[config.mk]
export PLATFORM = sky130hd
export DESIGN_NAME = rcc_ctrl
export DESIGN_NICKNAME = d
export VERILOG_FILES = /design/src/pkg/rcc_pkg.sv /design/src/logic/rcc_chan_mem.sv /design/src/logic/rcc_ctrl.sv
export VERILOG_INCLUDE_DIRS = /design/src /design/src/pkg
export SDC_FILE = /design/constraint.sdc
export NUM_CORES = 1
export LEC_CHECK = 0
export BUFFER_PORTS_ARGS = -buffer_cell sky130_fd_sc_hd__clkbuf_2
export CORE_MARGIN = 1.5
export CORE_UTILIZATION = 55
export DETAILED_ROUTE_END_ITERATION = 10
export PLACE_DENSITY = 0.75
export SYNTH_ARGS = -nofsm -noshare
export SYNTH_HDL_FRONTEND = slang
export SYNTH_SLANG_ARGS = --single-unit
export TNS_END_PERCENT = 30
[constraint.sdc]
create_clock -name clk_sys -period 9.9 [get_ports clk_sys]
set_clock_uncertainty 0.1 [all_clocks]
set_input_delay 1.485 -clock clk_sys [delete_from_list [all_inputs] [get_ports clk_sys]]
set_output_delay 1.485 -clock clk_sys [all_outputs]
set_load 0.1 [all_outputs]
[src/pkg/rcc_params.svh]
// Constants for the receive channel command controller
`ifndef RCC_PARAMS_SVH
`define RCC_PARAMS_SVH
// --------------------------------------------------------------
// Sizes
// --------------------------------------------------------------
`define RCC_NCH 8
`define RCC_TXB_DWORDS 7'h40
// --------------------------------------------------------------
// Register byte offsets
// --------------------------------------------------------------
`define RCC_OFF_SPEC 8'h00
`define RCC_OFF_FIRST_RX_DESCRIPTOR_ADDR 8'h04
`define RCC_OFF_FIRST_TX_DESCRIPTOR_ADDR 8'h08
`define RCC_OFF_CFG 8'h0C
`define RCC_OFF_ACTION 8'h10
`define RCC_OFF_STATUS 8'h14
// --------------------------------------------------------------
// Field positions
// --------------------------------------------------------------
`define RCC_MASK_HI 31
`define RCC_MASK_LO 24
`define RCC_NEW_BUFFER_SIZE_FLAG 23
`define RCC_CMD_HI 22
`define RCC_CMD_LO 16
`define RCC_TX_BUFFER_DWORDS_HI 5
`define RCC_MODE_HI 10
`define RCC_MODE_LO 8
`define RCC_INV 11
`define RCC_ACT_GO 8
`define RCC_ST_BUSY 0
`define RCC_ST_ARF 1
`define RCC_ST_FREE_LO 8
// Mask bits within the 8-bit mask field
`define RCC_M_FE2 7
`define RCC_M_SFE 6
`define RCC_M_IFC 5
`define RCC_M_CH 4
`define RCC_M_RE 2
`define RCC_M_FIR 1
// Interrupt information word bits
`define RCC_I_FRC 32'h0080_0000
`define RCC_I_CH 32'h00FF_E000
`define RCC_I_FI 32'h0000_0800
`define RCC_I_IFC 32'h0000_0400
`define RCC_I_SF 32'h0000_0200
`define RCC_I_ERR 32'h0000_0100
`define RCC_I_FO 32'h0000_0080
`define RCC_I_EVT 32'h00FF_FFE0
// --------------------------------------------------------------
// Modes, receive command patterns, DMA operations
// --------------------------------------------------------------
`define RCC_MD_BITO 3'h0
`define RCC_MD_RATE 3'h1
`define RCC_MD_TRA 3'h2
`define RCC_MD_TRB 3'h3
`define RCC_MD_TRR 3'h4
`define RCC_RX_CLEAR 3'h0
`define RCC_RX_FAST 3'h1
`define RCC_RX_OFF 3'h2
`define RCC_RX_ABORT 3'h3
`define RCC_RX_JUMP 3'h4
`define RCC_RX_INIT 3'h5
`define RCC_DMA_CLOSE_ABORT 2'h0
`define RCC_DMA_JUMP 2'h1
`define RCC_DMA_START 2'h2
`define RCC_DMA_ABANDON 2'h3
// --------------------------------------------------------------
// Receive abort bit limits
// --------------------------------------------------------------
`define RCC_LIM_BITO_FRAME 8'h07
`define RCC_LIM_BITO_FILL 8'h0F
`define RCC_LIM_RATE 8'hF0
`define RCC_LIM_TRB 8'h0F
`define RCC_LIM_TRR 8'h1F
`endif

[src/pkg/rcc_pkg.sv]
// Types of the receive channel command controller
`include "rcc_params.svh"
package rcc_pkg;
  typedef enum logic [2:0] {
    RCC_IDLE = 3'b001,
    RCC_FETCH = 3'b010,
    RCC_EXEC = 3'b100
  } rcc_state_e;

  typedef struct packed {
    logic loop;
    logic synced;
    logic fill;
    logic infr;
    logic start;
    logic [2:0] chan;
    logic stb;
    logic bit_in;
  } rcc_pins_s;

  typedef struct packed {
    logic init;
    logic off;
    logic abort;
    logic wait_sof;
    logic data_invert_setting;
    logic [2:0] mode;
    logic [7:0] mask;
    logic [7:0] cnt;
    logic [5:0] alloc;
  } rcc_chan_s;

  typedef struct packed {
    rcc_chan_s [`RCC_NCH-1:0] ent;
    rcc_chan_s rd;
  } rcc_mem_s;

  typedef struct packed {
    rcc_state_e st;
    logic [2:0] ch;
    logic isact;
    logic [31:0] spec;
    logic [31:0] first_rx_descriptor_addr;
    logic [31:0] first_tx_descriptor_addr;
    logic [15:0] cfg;
    logic act_pend;
    logic [2:0] act_ch;
    logic arf;
    logic [6:0] free;
    rcc_pins_s s1;
    rcc_pins_s s2;
    logic stb_d;
    logic bit_pend;
    rcc_pins_s pb;
    logic a_wr;
    logic a_rd;
    logic [7:0] a_addr;
    logic hready_o;
    logic [31:0] hrdata_o;
    logic hresp_o;
    logic rx_out_bit;
    logic rx_out_valid;
    logic [2:0] rx_out_chan;
    logic deform_reset;
    logic [2:0] deform_chan;
    logic dma_valid;
    logic [1:0] dma_op;
    logic [2:0] dma_chan;
    logic [31:0] dma_addr;
    logic int_valid;
    logic [31:0] int_word;
    logic arf_pulse;
    logic tx_cmd_valid;
    logic [3:0] tx_cmd;
    logic [2:0] tx_chan;
  } rcc_regs_s;
endpackage : rcc_pkg

[src/logic/rcc_chan_mem.sv]
// Per-channel receive condition table with registered read
`timescale 1ns/1ps
`include "rcc_params.svh"
module rcc_chan_mem
  import rcc_pkg::*;
(
  input wire logic clk_sys,
  input wire logic reset_n,
  input wire logic [2:0] raddr,
  output rcc_chan_s rdata,
  input wire logic we,
  input wire logic [2:0] waddr,
  input rcc_chan_s wdata
);
  rcc_mem_s q;
  rcc_mem_s next_q;
  rcc_chan_s [`RCC_NCH-1:0] next_ent;

  // --------------------------------------------------------------
  // Entries
  // --------------------------------------------------------------
  genvar gi;
  generate
    for (gi = 0; gi < `RCC_NCH; gi++)
    begin : g_ent
      assign next_ent[gi] = (we && waddr == 3'(gi)) ? wdata : q.ent[gi];
    end
  endgenerate

  always_comb
  begin
    next_q = q;
    next_q.ent = next_ent;
    next_q.rd = q.ent[raddr];
  end

  // Cleared table means every channel starts never initialised
  always_ff @(posedge clk_sys)
  begin
    if (!reset_n)
      q <= '0;
    else
      q <= next_q;
  end

  assign rdata = q.rd;
endmodule : rcc_chan_mem

[src/logic/rcc_ctrl.sv]
// Channel specification fetch and receive command control
//
// Implementation choices: the AHB-Lite interface to the registers and the register addresses.
`timescale 1ns/1ps
`include "rcc_params.svh"
// Operation
// - Spec takes effect only on action request
// - Mask bits gate matching interrupt word bits
// - Partial mask keeps interrupt; full suppresses
// - New size: release old, then allocate
// - No room: failure interrupt, nothing allocated
// - Command bits split into three groups
// - Clear lifts off/abort on initialised channel
// - Fast abort closes descriptor, branches
// - Fast abort interrupt frame+error or error
// - Off resets deformatter, ignored under loop
// - After off, wait for frame start
// - Abort substitutes ones or zeros, ignoring inversion
// - Bit-oriented abort ends within 7/15 bits
// - Rate abort loses sync within 240 bits
// - Transparent abort ends within 15/31 bits
// - Jump completes descriptor then branches
// - Init starts chain or abandons descriptor
module rcc_ctrl
  import rcc_pkg::*;
(
  input wire logic clk_sys,
  input wire logic reset_n,
  input wire logic hsel,
  input wire logic [31:0] haddr,
  input wire logic [1:0] htrans,
  input wire logic hwrite,
  input wire logic [2:0] hsize,
  input wire logic [31:0] hwdata,
  input wire logic hready,
  output logic hreadyout,
  output logic [31:0] hrdata,
  output logic hresp,
  input wire logic rx_bit,
  input wire logic rx_bit_stb,
  input wire logic [2:0] rx_bit_chan,
  input wire logic rx_frame_start,
  input wire logic rx_in_frame,
  input wire logic rx_flag_fill,
  input wire logic rx_synced,
  input wire logic rx_loop,
  output logic rx_out_bit,
  output logic rx_out_valid,
  output logic [2:0] rx_out_chan,
  output logic deform_reset,
  output logic [2:0] deform_chan,
  output logic dma_valid,
  output logic [1:0] dma_op,
  output logic [2:0] dma_chan,
  output logic [31:0] dma_addr,
  output logic int_valid,
  output logic [31:0] int_word,
  output logic arf_pulse,
  output logic tx_cmd_valid,
  output logic [3:0] tx_cmd,
  output logic [2:0] tx_chan
);
  rcc_regs_s q;
  rcc_regs_s next_q;
  rcc_chan_s w;
  rcc_chan_s nw;
  logic mem_we;
  logic [2:0] rxg;
  logic [7:0] new_mask;
  logic [6:0] freed;
  logic [6:0] tx_buffer_dwords;
  logic [2:0] cfg_md;

  rcc_chan_mem u_mem (
    .clk_sys(clk_sys),
    .reset_n(reset_n),
    .raddr(q.ch),
    .rdata(w),
    .we(mem_we),
    .waddr(q.ch),
    .wdata(nw)
  );

  // Decoded from the staged spec; only used in an action
  assign rxg = {q.spec[`RCC_CMD_HI], q.spec[`RCC_CMD_LO+1],
                q.spec[`RCC_CMD_LO]};
  assign new_mask = q.spec[`RCC_MASK_HI:`RCC_MASK_LO];
  assign freed = 7'(q.free + {1'b0, w.alloc});
  assign tx_buffer_dwords = {1'b0, q.cfg[`RCC_TX_BUFFER_DWORDS_HI:0]};
  assign cfg_md = q.cfg[`RCC_MODE_HI:`RCC_MODE_LO];

  // --------------------------------------------------------------
  // Interrupt masking
  // --------------------------------------------------------------
  function automatic logic [31:0] apply_mask(input logic [31:0] evt,
                                              input logic [7:0] m);
    logic [31:0] kill;
    kill = '0;
    if (m[`RCC_M_FIR])
      kill = kill | `RCC_I_FI;
    if (m[`RCC_M_IFC])
      kill = kill | `RCC_I_IFC;
    if (m[`RCC_M_SFE])
      kill = kill | `RCC_I_SF;
    if (m[`RCC_M_RE])
      kill = kill | `RCC_I_ERR | `RCC_I_FO;
    if (m[`RCC_M_CH])
      kill = kill | `RCC_I_CH;
    return evt & ~kill;
  endfunction : apply_mask

  // --------------------------------------------------------------
  // Next state
  // --------------------------------------------------------------
  always_comb
  begin
    logic edge_stb;
    logic frame_md;
    logic [31:0] evt;
    logic [7:0] lim;
    logic [7:0] cnt1;
    edge_stb = 1'b0;
    frame_md = 1'b0;
    evt = '0;
    lim = '0;
    cnt1 = '0;
    next_q = q;
    nw = w;
    mem_we = 1'b0;
    next_q.rx_out_valid = 1'b0;
    next_q.deform_reset = 1'b0;
    next_q.dma_valid = 1'b0;
    next_q.int_valid = 1'b0;
    next_q.arf_pulse = 1'b0;
    next_q.tx_cmd_valid = 1'b0;
    // Pins cross in two stages before any use
    next_q.s1 = {rx_loop, rx_synced, rx_flag_fill, rx_in_frame,
                 rx_frame_start, rx_bit_chan, rx_bit_stb, rx_bit};
    next_q.s2 = q.s1;
    next_q.stb_d = q.s2.stb;
    edge_stb = q.s2.stb && !q.stb_d;
    // Bus: writes land in the data phase, reads take one wait state
    next_q.a_wr = 1'b0;
    if (q.a_wr)
    begin
      unique case (q.a_addr)
        `RCC_OFF_SPEC: next_q.spec = hwdata;
        `RCC_OFF_FIRST_RX_DESCRIPTOR_ADDR: next_q.first_rx_descriptor_addr = hwdata;
        `RCC_OFF_FIRST_TX_DESCRIPTOR_ADDR: next_q.first_tx_descriptor_addr = hwdata;
        `RCC_OFF_CFG: next_q.cfg = hwdata[15:0];
        `RCC_OFF_ACTION:
          if (hwdata[`RCC_ACT_GO] && !q.act_pend)
          begin
            next_q.act_pend = 1'b1;
            next_q.act_ch = hwdata[2:0];
          end
        `RCC_OFF_STATUS:
          if (hwdata[`RCC_ST_ARF])
            next_q.arf = 1'b0;
        default: ;
      endcase
    end
    if (q.a_rd)
    begin
      next_q.a_rd = 1'b0;
      next_q.hready_o = 1'b1;
      unique case (q.a_addr)
        `RCC_OFF_SPEC: next_q.hrdata_o = q.spec;
        `RCC_OFF_FIRST_RX_DESCRIPTOR_ADDR: next_q.hrdata_o = q.first_rx_descriptor_addr;
        `RCC_OFF_FIRST_TX_DESCRIPTOR_ADDR: next_q.hrdata_o = q.first_tx_descriptor_addr;
        `RCC_OFF_CFG: next_q.hrdata_o = {16'h0000, q.cfg};
        `RCC_OFF_STATUS: next_q.hrdata_o = {17'h00000, q.free,
          6'h00, q.arf, (q.act_pend || q.st != RCC_IDLE)};
        default: next_q.hrdata_o = 32'h0000_0000;
      endcase
    end
    if (hsel && htrans[1] && hready)
    begin
      next_q.a_addr = haddr[7:0];
      next_q.a_wr = hwrite;
      next_q.a_rd = !hwrite;
      next_q.hready_o = hwrite;
    end
    // Channel sequencer
    unique case (q.st)
      RCC_IDLE:
        if (q.act_pend)
        begin
          next_q.act_pend = 1'b0;
          next_q.ch = q.act_ch;
          next_q.isact = 1'b1;
          next_q.st = RCC_FETCH;
        end
        else if (q.bit_pend)
        begin
          next_q.bit_pend = 1'b0;
          next_q.ch = q.pb.chan;
          next_q.isact = 1'b0;
          next_q.st = RCC_FETCH;
        end
      RCC_FETCH:
        next_q.st = RCC_EXEC;
      RCC_EXEC:
      begin
        next_q.st = RCC_IDLE;
        mem_we = 1'b1;
        if (q.isact)
        begin
          nw.mask = new_mask;
          nw.mode = q.cfg[`RCC_MODE_HI:`RCC_MODE_LO];
          nw.data_invert_setting = q.cfg[`RCC_INV];
          frame_md = nw.mode == `RCC_MD_BITO || nw.mode == `RCC_MD_TRB
                     || nw.mode == `RCC_MD_TRR;
          // Transmit groups handed on undecoded beyond splitting
          next_q.tx_cmd_valid = 1'b1;
          next_q.tx_cmd = q.spec[`RCC_CMD_HI-1:`RCC_CMD_LO+2];
          next_q.tx_chan = q.ch;
          if (q.spec[`RCC_NEW_BUFFER_SIZE_FLAG])
          begin
            // Old area is returned before the new one is sized
            if (tx_buffer_dwords <= freed)
            begin
              nw.alloc = q.cfg[`RCC_TX_BUFFER_DWORDS_HI:0];
              next_q.free = 7'(freed - tx_buffer_dwords);
            end
            else
            begin
              nw.alloc = '0;
              next_q.free = freed;
              next_q.arf = 1'b1;
              next_q.arf_pulse = 1'b1;
            end
          end
          next_q.dma_chan = q.ch;
          next_q.dma_addr = q.first_rx_descriptor_addr;
          next_q.deform_chan = q.ch;
          unique case (rxg)
            `RCC_RX_CLEAR:
              if (w.init)
              begin
                nw.off = 1'b0;
                nw.abort = 1'b0;
                nw.wait_sof = w.wait_sof || w.off;
              end
            `RCC_RX_FAST:
              if (w.init)
              begin
                nw.off = 1'b0;
                nw.abort = 1'b0;
                nw.wait_sof = w.wait_sof || w.off;
                next_q.dma_valid = 1'b1;
                next_q.dma_op = `RCC_DMA_CLOSE_ABORT;
                evt = frame_md ? (`RCC_I_FI | `RCC_I_ERR) : `RCC_I_ERR;
                evt = apply_mask(evt, new_mask);
              end
            `RCC_RX_OFF:
              if (!q.s2.loop)
              begin
                nw.off = 1'b1;
                nw.abort = 1'b0;
                next_q.deform_reset = 1'b1;
              end
            `RCC_RX_ABORT:
            begin
              nw.off = 1'b0;
              nw.abort = 1'b1;
              nw.cnt = '0;
            end
            `RCC_RX_JUMP:
            begin
              nw.off = 1'b0;
              nw.abort = 1'b0;
              nw.wait_sof = w.wait_sof || w.off;
              next_q.dma_valid = 1'b1;
              next_q.dma_op = `RCC_DMA_JUMP;
            end
            `RCC_RX_INIT:
            begin
              nw.off = 1'b0;
              nw.abort = 1'b0;
              nw.init = 1'b1;
              nw.wait_sof = !w.init || w.wait_sof || w.off;
              next_q.dma_valid = 1'b1;
              next_q.dma_op = w.init ? `RCC_DMA_ABANDON : `RCC_DMA_START;
            end
            default: ;
          endcase
        end
        else if (w.abort)
        begin
          // Substitute level ignores inversion on purpose
          next_q.rx_out_valid = 1'b1;
          next_q.rx_out_bit = w.mode == `RCC_MD_BITO;
          cnt1 = (w.cnt == 8'hFF) ? w.cnt : 8'(w.cnt + 8'h01);
          nw.cnt = cnt1;
          unique case (w.mode)
            `RCC_MD_BITO:
            begin
              lim = q.pb.infr ? `RCC_LIM_BITO_FRAME :
                    (q.pb.fill ? `RCC_LIM_BITO_FILL : 8'h00);
              evt = q.pb.infr ? (`RCC_I_FI | `RCC_I_ERR) : `RCC_I_IFC;
            end
            `RCC_MD_RATE:
            begin
              lim = q.pb.synced ? `RCC_LIM_RATE : 8'h00;
              evt = `RCC_I_ERR | `RCC_I_FRC;
            end
            `RCC_MD_TRB:
            begin
              lim = q.pb.infr ? `RCC_LIM_TRB : 8'h00;
              evt = `RCC_I_FI;
            end
            `RCC_MD_TRR:
            begin
              lim = q.pb.infr ? `RCC_LIM_TRR : 8'h00;
              evt = `RCC_I_FI;
            end
            default: lim = 8'h00;
          endcase
          evt = (lim != 8'h00 && cnt1 == lim && w.cnt != lim) ?
                apply_mask(evt, w.mask) : 32'h0000_0000;
        end
        else if (w.init && !w.off)
        begin
          if (!w.wait_sof || q.pb.start)
          begin
            nw.wait_sof = 1'b0;
            next_q.rx_out_valid = 1'b1;
            next_q.rx_out_bit = q.pb.bit_in ^ w.data_invert_setting;
          end
        end
        next_q.rx_out_chan = q.ch;
        // A word with every event bit masked is never sent
        if ((evt & `RCC_I_EVT) != 32'h0000_0000)
        begin
          next_q.int_valid = 1'b1;
          next_q.int_word = evt | {27'h0000000, 2'b00, q.ch};
        end
      end
      default: next_q.st = RCC_IDLE;
    endcase
    // Capture last so a new strobe is never lost to the clear
    if (edge_stb)
    begin
      next_q.bit_pend = 1'b1;
      next_q.pb = q.s2;
    end
  end

  always_ff @(posedge clk_sys)
  begin
    if (!reset_n)
    begin
      q <= '0;
      q.st <= RCC_IDLE;
      q.hready_o <= 1'b1;
      q.free <= `RCC_TXB_DWORDS;
    end
    else
      q <= next_q;
  end

  assign hreadyout = q.hready_o;
  assign hrdata = q.hrdata_o;
  assign hresp = q.hresp_o;
  assign rx_out_bit = q.rx_out_bit;
  assign rx_out_valid = q.rx_out_valid;
  assign rx_out_chan = q.rx_out_chan;
  assign deform_reset = q.deform_reset;
  assign deform_chan = q.deform_chan;
  assign dma_valid = q.dma_valid;
  assign dma_op = q.dma_op;
  assign dma_chan = q.dma_chan;
  assign dma_addr = q.dma_addr;
  assign int_valid = q.int_valid;
  assign int_word = q.int_word;
  assign arf_pulse = q.arf_pulse;
  assign tx_cmd_valid = q.tx_cmd_valid;
  assign tx_cmd = q.tx_cmd;
  assign tx_chan = q.tx_chan;
endmodule : rcc_ctrl

==> flow_summary.toml, run 1 <==
[critical_path]
reg2regPathDepth = 12
critPathTopFamily = "compound AO/OA/AOI/OAI gates"
path_depth = 12
crit_chain = "ha_1, inv_1, fa_1, nor2b_1, o21ai_1, a21boi_1, nor2_1, ha_1, a311o_1, o22a_1, o211ai_1, a31oi_1"
cp-start-kind = "flip-flop"
critPathArrivalTime_ns = 4.09
path_max_fanout = 16
cp.required_ns = 10.20
path_buf_inv = 1
critPathSlowestCell = "o211ai_1"
cp_common_cell = "ha_1"
endpoint_kind = "flip-flop"
critPathKind = "flip-flop to flip-flop"
r2r_end = "u_mem.q[62]$_SDFFE_PN0P_"
endpoint = "u_mem.q[62]$_SDFFE_PN0P_"
cpPeakStageDelay_ns = 0.69
crit_start = "q[165]$_SDFFE_PN0P_"
rr_startpoint = "q[165]$_SDFFE_PN0P_"
r2r_slack_ns = 6.11

[drt]
firstDrtPassIters = 6
drc = 0
ant_nets = 0
routedWlPerCell_um = 18.2
vias_per_cell = 5.86
drtIter0Drc = 1554
num_vias = 16605
drt-total-wl_mm = 51.6

[synthesis]
synth_cell_type_count = 68
synth-simple-area-share_pct = 15.1
yosysWarnings = 0
netlist_area_mm2 = 0.0213
synth_top_family_by_area = "compound AO/OA/AOI/OAI gates"
ys.flop_type = "dfxtp_1"
synth_edf_count = 0
yosysMostFrequentCell = "dfxtp_1"
synth_mux_area_share_pct = 12.6
synthArstFlopShare_pct = 0
ys_seq_area_share_pct = 46.7
synthTopCellsByArea = "dfxtp_1, mux2i_1, mux4_2"
synth_compound_area_share_pct = 16.3
synth_top_area_share_pct = 46.7
yosys.area.top_type = "dfxtp_1"
synth_fa_ha_area_share_pct = 0.954
synth_commonest_cells = "dfxtp_1, nand2_1, nor2_1, a21oi_1, a211oi_1"
yosys.area_share.xor_xnor_pct = 0.371
avgSynthCellArea_um2 = 9.07
synth_seq_cells = 496
syn_inst = 2342

[global_routing]
track_usage_pct = 25.6
grt_max_degree = 238
grt_pass1_vias = 15760
antenna_found_initial = 1
grt_pass1_wl_mm = 81.8
overflow = 0

[timing]
holdWs_ns = 0.325
timing.slew.headroom_pct = 20.9
period_needed_ns = 3.79
period_share_pct = 38.3
tightest_slew_ns = 1.19
hold_viol_final = 0
final_max_slew_viol_count = 0
setup_viol_count_final = 0
max_freq_mhz = 264
setup_tns_ns = 0
layout_setup_ws_ns = 6.11
rsz0062_at_grt = "no"

[layout]
final_nets = 2391
num_antenna_cells = 0
final_core_util_pct = 61.0
area_growth_pct = 8.57
drive_gt1_share_pct = 14.7

[power]
p_seq_share_pct = 49.5
switching_share_pct = 22.0
intPower_mw = 3.17
switchingPower_mw = 0.895
ir_drop_mv = 0.129
clockPowerShare_pct = 46.5
leakage_nw = 7.81
power_frac_comb_pct = 3.9
power_density_mw_per_mm2 = 176

[floorplanning]
dieArea_mm2 = 0.0398
core-area_mm2 = 0.0378
die_h_um = 200
initial_core_util_pct = 56.2
io_pins = 207
rows = 71
die_w_um = 200

[clock_network]
tritoncts = "done"
clockBufferDepth = 3
hold_buffers = 0
numCtsBuffers = 49
post_cts_resized = 0
clk_latency_ns = 0.57
clockRootBuffer = "clkbuf_16"
path_clk_slew_ns = 0.06
post_cts_buffers = 0
htree_levels = 2
cts.sink_count = 496

[run]
max_cap_violations = 0

[placement]
dp_hpwl_mm = 31.6
numPortBuffers = 152
routabilityCongestion = 0.914
pre_cts_ws_ns = 5.79

[min_path]
hp-class = "flip-flop to flip-flop"

[status]
status = "completed"
==> sequential cells by signal, summed over array words and instances, names as in the netlist <==
| signal | flops |
|---|---|
| rx_out_bit | 1 |
| tx_chan | 3 |
| rx_out_valid | 1 |
| int_word | 7 |
| hrdata | 32 |
| u_mem.q | 208 |
| new_mask | 8 |
| deform_reset | 1 |
| tx_cmd | 4 |
| hreadyout | 1 |
| arf_pulse | 1 |
| cfg_md | 3 |
| next_q | 11 |
| tx_cmd_valid | 1 |
| rx_out_chan | 3 |
| dma_valid | 1 |
| dma_addr | 32 |
| q | 149 |
| u_mem.rdata | 26 |
| int_valid | 1 |
| dma_op | 2 |
==> power by group through the flow <==
stage | registers [mW] | logic, mW | clock network (mW)
3_5_place_dp | 2.06 | 0.158 | 0
5_1_grt | 2.01 | 0.168 | 2.00
4_1_cts | 2.01 | 0.158 | 1.92
3_3_place_gp | 2.06 | 0.156 | 0
2_1_floorplan | 2.05 | 0.132 | 0
6_report | 2.01 | 0.159 | 1.89
==> placed cells by master, fill, tap and decap left out, types with 6 or more instances in the layout <==
cell	synthesis	layout
a211oi_1	157	157
a21oi_1	182	182
a22o_1	9	9
a31oi_1	57	57
and2_1	25	25
buf_4	119	22
clkbuf_1	154	8
clkbuf_16	0	50
clkbuf_2	0	152
clkbuf_8	0	11
clkinv_2	0	9
conb_1	1	26
dfxtp_1	496	491
ha_1	13	13
inv_1	24	24
mux2i_1	133	133
mux4_2	59	59
nand2_1	294	293
nand2b_1	32	31
nand3_1	37	36
nor2_1	289	282
nor2_4	0	6
nor2b_1	9	8
nor3_1	16	12
nor4_1	11	10
nor4b_1	6	6
o211ai_1	9	9
o21ai_0	93	93
o22ai_1	11	11
xnor2_1	8	8
==> area by class of cell <==
| class | instances | area, µm² |
|---|---|---|
| clock buffers | 69 | 1430 |
| well taps | 511 | 639 |
| fillers | 3165 | 14800 |
| flip-flops and latches | 496 | 9940 |
| inverters | 25 | 101 |
| repair buffers | 175 | 946 |
| clock inverters | 15 | 211 |
| multi-input cells | 1545 | 9800 |
==> per-stage QoR <==
step | power (mW) | cells | instance area, µm²
after floorplan | 2.18 | 2367 | 21300
after global placement | 2.21 | 2752 | 21400
after detailed placement | 2.22 | 2752 | 21400
after CTS | 4.09 | 2836 | 23100
after global routing | 4.18 | 2836 | 23100
final | 4.06 | 2836 | 23100
==> cells by family after synthesis <==
| group | count (synthesis) |
|---|---|
| fa+ha+maj | 15 |
| mux | 193 |
| simple gates | 747 |
| xor+xnor | 9 |
| other cells | 1 |
| flops | 496 |
| buf+inv | 326 |
| compound gates | 555 |
==> layer usage <==
| metal | GRT usage [%] | wire [µm] |
|---|---|---|
| met1 | 33.0 | 21900 |
| met2 | 42.8 | 24300 |
| met3 | 4.22 | 3740 |
| met4 | 9.77 | 1640 |
| met5 | 0 | 0 |
==> how the worst min path moves through the flow <==
| stage | startpoint | to | slack [ns] | cells after the start |
|---|---|---|---|---|
| finish | next_q[148]$_SDFF_PN0_ | q[148]$_SDFF_PN0_ | 0.32 | 1 |
| detailed placement | next_q[146]$_SDFF_PN0_ | next_q[144]$_SDFF_PN0_ | 0.32 | 1 |
| CTS | next_q[152]$_SDFF_PN0_ | q[152]$_SDFF_PN0_ | 0.34 | 1 |
| floorplan | next_q[146]$_SDFF_PN0_ | next_q[144]$_SDFF_PN0_ | 0.31 | 1 |
| global route | next_q[151]$_SDFF_PN0_ | q[151]$_SDFF_PN0_ | 0.35 | 1 |
| global placement | next_q[153]$_SDFF_PN0_ | q[153]$_SDFF_PN0_ | 0.32 | 1 |
Note: power is estimated with default switching activity, not from simulation.
==> inputs of run 2 (changes only) <==
- CORE_UTILIZATION: 55 -> 53
- clock period: 9.9 -> 3.3 ns (I/O delays scaled with it)
==> flow_summary.toml, run 2 (same netlist as run 1, synthesis figures left out) <==
[placement]
numPortBuffers = 152
dp_hpwl_mm = 33.6
routabilityCongestion = 0.860
dp.cells = 2797
pre_cts_ws_ns = 0.0711

[critical_path]
cp_common_cell = "ha_1"
critPathSlowestCell = "dfxtp_1"
critPathArrivalTime_ns = 3.46
endpoint_kind = "flip-flop"
path_max_fanout = 8
cp-start-kind = "flip-flop"
cp.required_ns = 3.62
critPathKind = "flip-flop to flip-flop"
cpPeakStageDelay_ns = 0.41
crit_chain = "ha_1, a21o_1, a21oi_2, xnor2_1, ha_1, and3_1, a311o_1, o22a_1, buf_2, o211ai_1, buf_4, a31oi_1"

[clock_network]
clockRootBuffer = "clkbuf_16"
clk_latency_ns = 0.58
clockBufferDepth = 3
tritoncts = "done"
numCtsBuffers = 49
path_clk_slew_ns = 0.06
htree_levels = 2
cts.sink_count = 496

[layout]
drive_gt1_share_pct = 16.3
largest_register_ff_count = 208
layout_commonest_cell = "dfxtp_1"
area_growth_pct = 10.3
top_regs = "u_mem.q: 208 flops, q: 149 flops"
largest_register = "u_mem.q"
final_cell_mix = "dfxtp_1, nand2_1, nor2_1"
final_nets = 2427
stdcell_count = 2892
final_core_util_pct = 59.1
num_antenna_cells = 0

[drt]
drc = 0
ant_nets = 0
top_layer = "met4"
routedWlPerCell_um = 18.2
vias_per_cell = 5.84
met3_length_mm = 3.32
wl_met2_mm = 25.9
num_vias = 16881
firstDrtPassIters = 5
wl_met1_mm = 22.4
drtIter0Drc = 1243
drt-total-wl_mm = 52.8

[timing]
period_needed_ns = 3.14
tightest_slew_ns = 1.18
timing.slew.headroom_pct = 21.1
hold_viol_final = 0
period_share_pct = 95.3
max_freq_mhz = 318
layout_setup_ws_ns = 0.156
holdWs_ns = 0.0293
setup_viol_count_final = 0
final_max_slew_viol_count = 0

[floorplanning]
dieArea_mm2 = 0.0413
die_h_um = 203
io_pins = 207
core-area_mm2 = 0.0396
die_w_um = 203
rows = 73
initial_core_util_pct = 53.6

[run]
max_cap_violations = 0

[global_routing]
grt_pass1_wl_mm = 85.1
grt_pass1_vias = 16411
overflow = 0
antenna_found_initial = 0
track_usage_pct = 25.2
grt_max_degree = 121

[power]
leakage_nw = 8.00
ir_drop_mv = 0.373
power_density_mw_per_mm2 = 512

[min_path]
hp-class = "input port to flip-flop"

[status]
status = "completed"
[run 2: cell types whose count changed in the layout (fill, tap and decap cells not counted), moves of 3 or more]
cell	previous run	this run
buf_12	1	10
buf_4	22	46
bufinv_16	5	1
clkbuf_1	8	11
[run 2: power breakdown]
group / internal [mW] / switching, mW
clock network: 3.12 / 2.35
registers: 6.01 / 0.0322
logic: 0.115 / 0.381
total: 9.25 / 2.76
[run 2: area by class of cell]
type / instances / area (µm²)
multi-input cells: 1545 / 9820
well taps: 525 / 657
fillers: 3348 / 16200
clock inverters: 17 / 139
repair buffers: 211 / 1330
inverters: 25 / 101
clock buffers: 73 / 1450
flip-flops and latches: 496 / 9940
[run 2: worst paths after layout]
| kind | endpoint | from | slack, ns | cells past startpoint |
|---|---|---|---|---|
| hold / removal | q[123]$_SDFFE_PN0P_ | haddr[0] | 0.03 | 2 |
| setup / recovery | u_mem.q[152]$_SDFFE_PN0P_ | q[166]$_SDFFE_PN0P_ | 0.16 | 12 |
| hold reg to reg | q[151]$_SDFF_PN0_ | next_q[151]$_SDFF_PN0_ | 0.33 | 1 |
| setup reg to reg | u_mem.q[152]$_SDFFE_PN0P_ | q[166]$_SDFFE_PN0P_ | 0.16 | 12 |
[run 2: repair_timing]
item | CTS | global route
hold buffers | 1 | 0
hold endpoints to repair | 1 | 0
setup buffers | 0 | 3
gates resized for setup | 0 | 12
endpoints found under the setup margin | 0 | 55
[run 2: critical path, delay by kind of cell, from the launching register on]
family / cells / cell delay (ns)
AOI/OAI and AO/OA: 6 / 1.19
adders and majority gates: 2 / 0.56
DFF: 1 / 0.41
buffers and inverters: 2 / 0.36
and+or+nand+nor: 1 / 0.21
xor gates and xnor gates: 1 / 0.16
[run 2: per-layer routing]
layer,up-vias,track usage [%]
met5,-,0
met4,0,7.88
met3,98,3.20
met2,599,43.6
met1,8155,32.7
li1,8029,-
[run 2: per-stage QoR]
stage	power [mW]	setup TNS (ns)	cell area, µm²
2_1_floorplan	6.55	0	21300
3_3_place_gp	6.66	0	21800
3_5_place_dp	6.67	0	21800
4_1_cts	12.1	0	23400
5_1_grt	12.4	-0.00433	23400
6_report	12.0	0	23400
